### src/logic/nv_ram_ctrl_pkg.sv
package nv_ram_ctrl_pkg;

  localparam int ADDR_W = 15;
  localparam int DATA_W = 8;
  localparam int CLK_PERIOD_NS = 50;

  // Worst-case (low supply) figures, in nanoseconds.
  localparam int SELECT_ACTIVE_MIN_TIME_NS = 80;
  localparam int PRECHARGE_MIN_TIME_NS = 65;
  localparam int SELECT_TO_DATA_VALID_NS = 80;
  localparam int DRIVE_ENABLE_TO_DATA_VALID_NS = 15;
  localparam int DRIVE_ENABLE_RELEASE_TIME_NS = 15;
  localparam int WRITE_PULSE_MIN_NS = 50;
  localparam int DATA_SETUP_MIN_NS = 40;

  // Least times round up; every count is at least one cycle.
  function automatic int ceil_cycles(input int ns);
    int c;
    c = (ns + CLK_PERIOD_NS - 1) / CLK_PERIOD_NS;
    return (c < 1) ? 1 : c;
  endfunction

  localparam int ACTIVE_CYC = ceil_cycles(SELECT_ACTIVE_MIN_TIME_NS);
  localparam int PRECHARGE_CYC = ceil_cycles(PRECHARGE_MIN_TIME_NS);
  localparam int READ_VALID_CYC = ceil_cycles(SELECT_TO_DATA_VALID_NS + DRIVE_ENABLE_TO_DATA_VALID_NS);
  localparam int RELEASE_CYC = ceil_cycles(DRIVE_ENABLE_RELEASE_TIME_NS);
  localparam int WRITE_PULSE_CYC = ceil_cycles(WRITE_PULSE_MIN_NS);
  localparam int DATA_SETUP_CYC = ceil_cycles(DATA_SETUP_MIN_NS);

  localparam int CNT_W = 4;
  localparam int ROW_BYTES_LOG2 = 3;

  typedef enum logic [2:0] {
    ST_IDLE,
    ST_ACTIVE,
    ST_RELEASE,
    ST_PRECHARGE
  } cycle_state_t;

endpackage

### src/logic/nv_ram_cycle_timer.sv
`timescale 1ns/1ns
`default_nettype none
// Down-counter that reports when a loaded interval has run out.
module nv_ram_cycle_timer
  import nv_ram_ctrl_pkg::*;
#(
  parameter int WIDTH = CNT_W
) (
  input wire logic clk_sys,
  input wire logic rst_b,
  input wire logic load,
  input wire logic [WIDTH-1:0] loadValue,
  output logic expired
);

  logic [WIDTH-1:0] count_r;
  logic [WIDTH-1:0] count_nxt;

  assign expired = (count_r == '0);
  assign count_nxt = load ? loadValue : (expired ? count_r : count_r - 1'b1);

  always_ff @(posedge clk_sys) begin
    if (!rst_b) begin
      count_r <= '0;
    end else begin
      count_r <= count_nxt;
    end
  end

endmodule
`default_nettype wire

### src/logic/nv_ram_ctrl.sv
// Operation
// - Controller holds select high at least the minimum precharge time.
// - Controller never holds select low beyond the device's maximum low time.
// - Controller gives every access its own falling select edge.
// - Frequently accessed data should sit in different rows to spread wear.
// - Device never blocks access; controller starts no access at low supply, though one already under way still runs to its end.
// - Controller holds select low at least the minimum active time.
`timescale 1ns/1ns
`default_nettype none
module nv_ram_ctrl
  import nv_ram_ctrl_pkg::*;
#(
  parameter int AW = ADDR_W,
  parameter int DW = DATA_W
) (
  input wire logic clk_sys,
  input wire logic rst_b,
  input wire logic reqValid,
  output logic reqReady,
  input wire logic reqWrite,
  input wire logic [AW-1:0] reqAddr,
  input wire logic [DW-1:0] reqWdata,
  input wire logic supplyGood,
  output logic rspValid,
  output logic [DW-1:0] rspRdata,
  output logic [DW-1:0] lastRow,
  output logic selectN,
  output logic storeN,
  output logic driveEnN,
  output logic [AW-1:0] memAddr,
  output logic [DW-1:0] memDataOut,
  output logic memDataOe,
  input wire logic [DW-1:0] memDataIn
);

  cycle_state_t state_r;
  cycle_state_t state_nxt;
  logic isWrite_r;
  logic [AW-1:0] addr_r;
  logic [DW-1:0] wdata_r;
  logic [DW-1:0] rdata_r;
  logic rspValid_r;
  logic [DW-1:0] lastRow_r;
  logic [CNT_W-1:0] phase_r;
  logic timerLoad;
  logic [CNT_W-1:0] timerValue;
  logic timerExpired;

  logic accept;
  logic inActive;
  logic inRelease;
  logic [CNT_W-1:0] activeCnt;
  logic [CNT_W-1:0] writeCnt;
  logic [CNT_W-1:0] activeLen;
  logic activeDone;
  logic phaseWrap;
  logic selectLow;
  logic storeLow;
  logic driveLow;
  logic hostDrives;

  // A request is taken on the edge where both sides agree.
  assign accept = reqValid && reqReady;
  assign inActive = (state_r == ST_ACTIVE);
  assign inRelease = (state_r == ST_RELEASE);

  // A read must cover the select access time and the drive-enable access time before its sample.
  assign activeCnt = CNT_W'(ACTIVE_CYC > READ_VALID_CYC ? ACTIVE_CYC : READ_VALID_CYC);
  // A write needs data setup plus the store pulse, and never less than the minimum active time.
  assign writeCnt = CNT_W'(ACTIVE_CYC > (DATA_SETUP_CYC + WRITE_PULSE_CYC)
                           ? ACTIVE_CYC : (DATA_SETUP_CYC + WRITE_PULSE_CYC));
  assign activeLen = isWrite_r ? writeCnt : activeCnt;
  assign activeDone = inActive && (phase_r == activeLen - 1'b1);
  assign phaseWrap = inRelease || activeDone;

  assign reqReady = (state_r == ST_IDLE) && supplyGood;

  // One cycle is in flight at a time: idle, active phases, one release cycle, then a counted precharge.
  // own select edge
  always_comb begin
    state_nxt = state_r;
    unique case (state_r)
      ST_IDLE: begin
        if (accept) begin
          state_nxt = ST_ACTIVE;
        end
      end
      ST_ACTIVE: begin
        if (activeDone) begin
          state_nxt = ST_RELEASE;
        end
      end
      ST_RELEASE: begin
        state_nxt = ST_PRECHARGE;
      end
      ST_PRECHARGE: begin
        if (timerExpired) begin
          state_nxt = ST_IDLE;
        end
      end
    endcase
  end

  // precharge count
  // The count starts in the release cycle; the idle cycle before the next accept adds margin.
  assign timerLoad = inRelease;
  assign timerValue = CNT_W'(PRECHARGE_CYC - 1);

  nv_ram_cycle_timer #(
    .WIDTH(CNT_W)
  ) u_timer (
    .clk_sys(clk_sys),
    .rst_b(rst_b),
    .load(timerLoad),
    .loadValue(timerValue),
    .expired(timerExpired)
  );

  assign selectLow = inActive || (inRelease && !isWrite_r);
  assign selectN = !selectLow;
  // store rises before select
  // Store rises a cycle before select, so the write ends on store while data is still driven.
  assign storeLow = inActive && isWrite_r && !activeDone;
  assign storeN = !storeLow;
  assign driveLow = inActive && !isWrite_r;
  assign driveEnN = !driveLow;
  assign memAddr = addr_r;
  assign memDataOut = wdata_r;
  // host drives data on write
  // Data stays driven through the release cycle so that it outlasts the end of the write.
  assign hostDrives = (inActive || inRelease) && isWrite_r;
  assign memDataOe = hostDrives;
  assign rspValid = rspValid_r;
  assign rspRdata = rdata_r;
  assign lastRow = lastRow_r;

  // precharge after reset
  // Reset enters precharge, so a cycle cut short by reset still leaves select high for two cycles.
  always_ff @(posedge clk_sys) begin
    if (!rst_b) begin
      state_r <= ST_PRECHARGE;
    end else begin
      state_r <= state_nxt;
    end
  end

  always_ff @(posedge clk_sys) begin
    if (!rst_b) begin
      phase_r <= '0;
    end else begin
      phase_r <= (phaseWrap || !inActive) ? '0 : phase_r + 1'b1;
    end
  end

  always_ff @(posedge clk_sys) begin
    if (!rst_b) begin
      isWrite_r <= 1'b0;
      addr_r <= '0;
      wdata_r <= '0;
    end else if (accept) begin
      isWrite_r <= reqWrite;
      addr_r <= reqAddr;
      wdata_r <= reqWdata;
    end
  end

  // one pulse per access
  // Writes answer as soon as their access ends, since the memory needs no completion polling.
  always_ff @(posedge clk_sys) begin
    if (!rst_b) begin
      rspValid_r <= 1'b0;
    end else begin
      rspValid_r <= activeDone;
    end
  end

  always_ff @(posedge clk_sys) begin
    if (!rst_b) begin
      rdata_r <= '0;
    end else if (activeDone && !isWrite_r) begin
      rdata_r <= memDataIn;
    end
  end

  // row exposed for wear
  // Only the low bits of the row number are kept; repeated values hint at one row being worn.
  // row of last access
  always_ff @(posedge clk_sys) begin
    if (!rst_b) begin
      lastRow_r <= '0;
    end else if (accept) begin
      lastRow_r <= DW'(reqAddr[AW-1:ROW_BYTES_LOG2]);
    end
  end

endmodule
`default_nettype wire

### config.mk
export PLATFORM = sky130hd
export DESIGN_NAME = nv_ram_ctrl
export DESIGN_NICKNAME = d
export VERILOG_FILES = /design/src/logic/nv_ram_ctrl_pkg.sv /design/src/logic/nv_ram_cycle_timer.sv /design/src/logic/nv_ram_ctrl.sv
export SDC_FILE = /design/constraint.sdc
export NUM_CORES = 1
export LEC_CHECK = 0
export ABC_AREA = 1
export BUFFER_PORTS_ARGS = -buffer_cell sky130_fd_sc_hd__buf_4
export CORE_ASPECT_RATIO = 0.7
export CORE_MARGIN = 2
export CORE_UTILIZATION = 31
export DETAILED_ROUTE_END_ITERATION = 12
export PLACE_DENSITY = 0.56
export SLEW_MARGIN = 0
export SYNTH_ARGS = -nofsm -noshare
export SYNTH_HDL_FRONTEND = slang
export SYNTH_SLANG_ARGS = --single-unit
### constraint.sdc
create_clock -name clk_sys -period 3.6 [get_ports clk_sys]
set_input_delay 0.54 -clock clk_sys [delete_from_list [all_inputs] [get_ports clk_sys]]
set_output_delay 0.54 -clock clk_sys [all_outputs]
set_load 0.02 [all_outputs]
==> results_dict.tcl <==
set metrics [dict create \
    cp_slowest_cell "dfxtp_1" \
    ant_nets 0 \
    num_io_pins 81 \
    postSynth.asyncResetShare 0 \
    grt_pass1_wl_mm 6.948 \
    antenna_found_initial 0 \
    setup_tns_ps 0 \
    drc_errors 0 \
    cts_max_level 2 \
    finalNetCount 334 \
    track_usage 0.1365 \
    synthFlopType "dfxtp_1" \
    area_growth_pct 35.58 \
    final_common_cell "buf_4" \
    core_area_mm2 0.005756 \
    cp.arrival_ps 1580 \
    clk_pin_slew_ps 80 \
    row_count 23 \
    setup.worst_path.end_class "output pin" \
    rsz0062_at_grt "false" \
    period_needed_ps 2118 \
    post-place-ws_ps 1688 \
    clockBufferDepth 2 \
    run_status "complete, no violations" \
    cts-resized-gates 0 \
    finalCritPeriodShare 0.5883 \
    hp-class "reg -> reg" \
    critPathLaunchType "register" \
    io_buffers 80 \
    path_class "reg -> out" \
    grt_max_degree 27 \
    hold_viol 0 \
    grtUsageMet3 0.06087 \
    grtUsageMet2 0.1910 \
    cts_tree "done" \
    yosys.cell_types.count 27 \
    gp_congestion 0.7475 \
    first_pass_iters 4 \
    start_util 0.3220 \
    rrSetupSlack_ps 1820 \
    grt_pass1_vias 1502 \
    critPathTopFamily "buffers and inverters" \
    synth_nets 266 \
    power_density_mw_per_mm2 539.6 \
    fill_cells 600 \
    cts-root-buf "clkbuf_8" \
    cpPeakStageDelay_ps 350 \
    worstPathCellList "inv_1 -> ha_1 -> nand2_1 -> inv_2 -> buf_4" \
    drt-initial-drc-count 78 \
    drv_cap 0 \
    synth_area_mm2 0.001853 \
    leakagePower_nw 1.123 \
    path_buf_inv 3 \
    grtUsageMet1 0.1896 \
    die_y_um 68.69 \
    insertedDiodeCount 0 \
    yosysSeqAreaShare 0.4646 \
    slew_headroom 0.6496 \
    via_count 1625 \
    synth-seq-cells 43 \
    wl_per_cell_um 12.02 \
    setup_ws_ps 1482 \
    worstPathRequired_ps 3060 \
    cts_hold_buf 0 \
    syn_inst 221 \
    slew_viol_final 0 \
    busiest_layer "met2" \
    total_power_mw 1.356 \
    post_cts_buffers 0 \
    cts.sinks 43 \
    max_freq_mhz 472.2 \
    crit_fanout 24 \
    viasPerCell 4.464 \
    yosys_warnings 0 \
    final_cell_mix "buf_4, dfxtp_1, nand2_1" \
    syn_avg_cell_area_um2 8.385 \
    fp.dieW_um 96.41 \
    finalSetupViolCount 0 \
    synth_edf_count 0 \
    clkLatencyLatePin_ps 290 \
    cts_inserted_buffers 5 \
    drive_above_1_share 0.3426 \
    vdd_drop_max_uv 200.5 \
    grt-ovfl-total 0 \
    worst_pin_slew_ps 525.0 \
    dieArea_mm2 0.006622 \
    wl_mm 4.375 \
    skew_ps 6.527 \
    dpl.hpwl_mm 3.172 \
]
## routing by layer
metal | wire length [um] | vias to the layer above
met4 | 37 | 0
li1 | - | 860
met5 | 0 | -
met2 | 1805 | 54
met1 | 2136 | 707
met3 | 396 | 4
## synthesized netlist by cell type (2+ instances only)
cell type / n / area, um2
a21oi_1: 28 / 140.1
buf_2: 5 / 25.02
buf_4: 10 / 75.07
clkbuf_1: 2 / 7.510
dfxtp_1: 43 / 860.8
ha_1: 9 / 112.6
inv_1: 7 / 26.28
inv_2: 4 / 15.01
nand2_1: 33 / 123.9
nand2_4: 3 / 33.78
nand3_1: 27 / 135.1
nand3_2: 2 / 20.02
nand4_1: 3 / 18.77
nor2_1: 16 / 60.06
nor3_1: 8 / 40.04
o21ai_0: 6 / 30.03
o21ai_1: 4 / 20.02
xnor2_1: 2 / 17.52
## logic make-up (layout without fill, tap and decap cells)
group / count (synthesis) / count (layout) / share of synthesized area
buf+inv: 30 / 98 / 0.09656
compound gates: 39 / 39 / 0.1060
xor+xnor: 3 / 3 / 0.01418
simple gates: 97 / 97 / 0.2579
flops: 43 / 43 / 0.4646
fa+ha+maj: 9 / 9 / 0.06077
## final cells by class
class / count / area, um2 / area share
timing repair buffer: 80 / 600.6 / 0.2390
clock buffer: 6 / 72.57 / 0.02888
multi-input combinational: 148 / 813.3 / 0.3237
clock inverter: 1 / 30.03 / 0.01195
inverter: 11 / 41.29 / 0.01643
sequential: 43 / 860.8 / 0.3426
tap: 75 / 93.84 / 0.03735
## sequential cells by signal, indices dropped and copies added, names as in the netlist
register,count
phase_r,4
rspValid,1
rspRdata,8
u_timer.count_r,4
isWrite_r,1
state_r,2
memDataOut,8
memAddr,15
## path summary, 6_finish.rpt
check	from	endpoint	depth (start not counted)
worst max register to register	state_r[0]	state_r[1]	7
worst max-delay path	state_r[0]	reqReady	5
worst min-delay path	memAddr[13]	memAddr[13]	2
worst min register to register	memAddr[13]	memAddr[13]	2
## worst reg2reg max path: cells and delay by family (launching register included)
family	cells	cell delay (ps)
buffers and inverters	1	120
adder cells (fa/ha/maj)	1	220
AND/OR/NAND/NOR	5	970
flip-flops	1	350
## stage by stage
step / hold WS [ps] / instance area (um2) / instances / utilization
final: 469.8 / 2512 / 364 / 0.4365
after global routing: 470.6 / 2512 / 364 / 0.4365
after CTS: 469.9 / 2512 / 364 / 0.4365
after detailed placement: 459.7 / 2410 / 357 / 0.4187
after global placement: 451.2 / 2410 / 357 / 0.4187
after floorplan: 433.3 / 1853 / 221 / -
## power by group
part           switching (mW)  leakage (nW)  internal, mW
clock network           0.155        0.0513         0.203
registers              0.0360         0.348         0.524
logic                   0.265         0.723         0.173
total                   0.456          1.12         0.900
(Power assumes the default switching activity.)
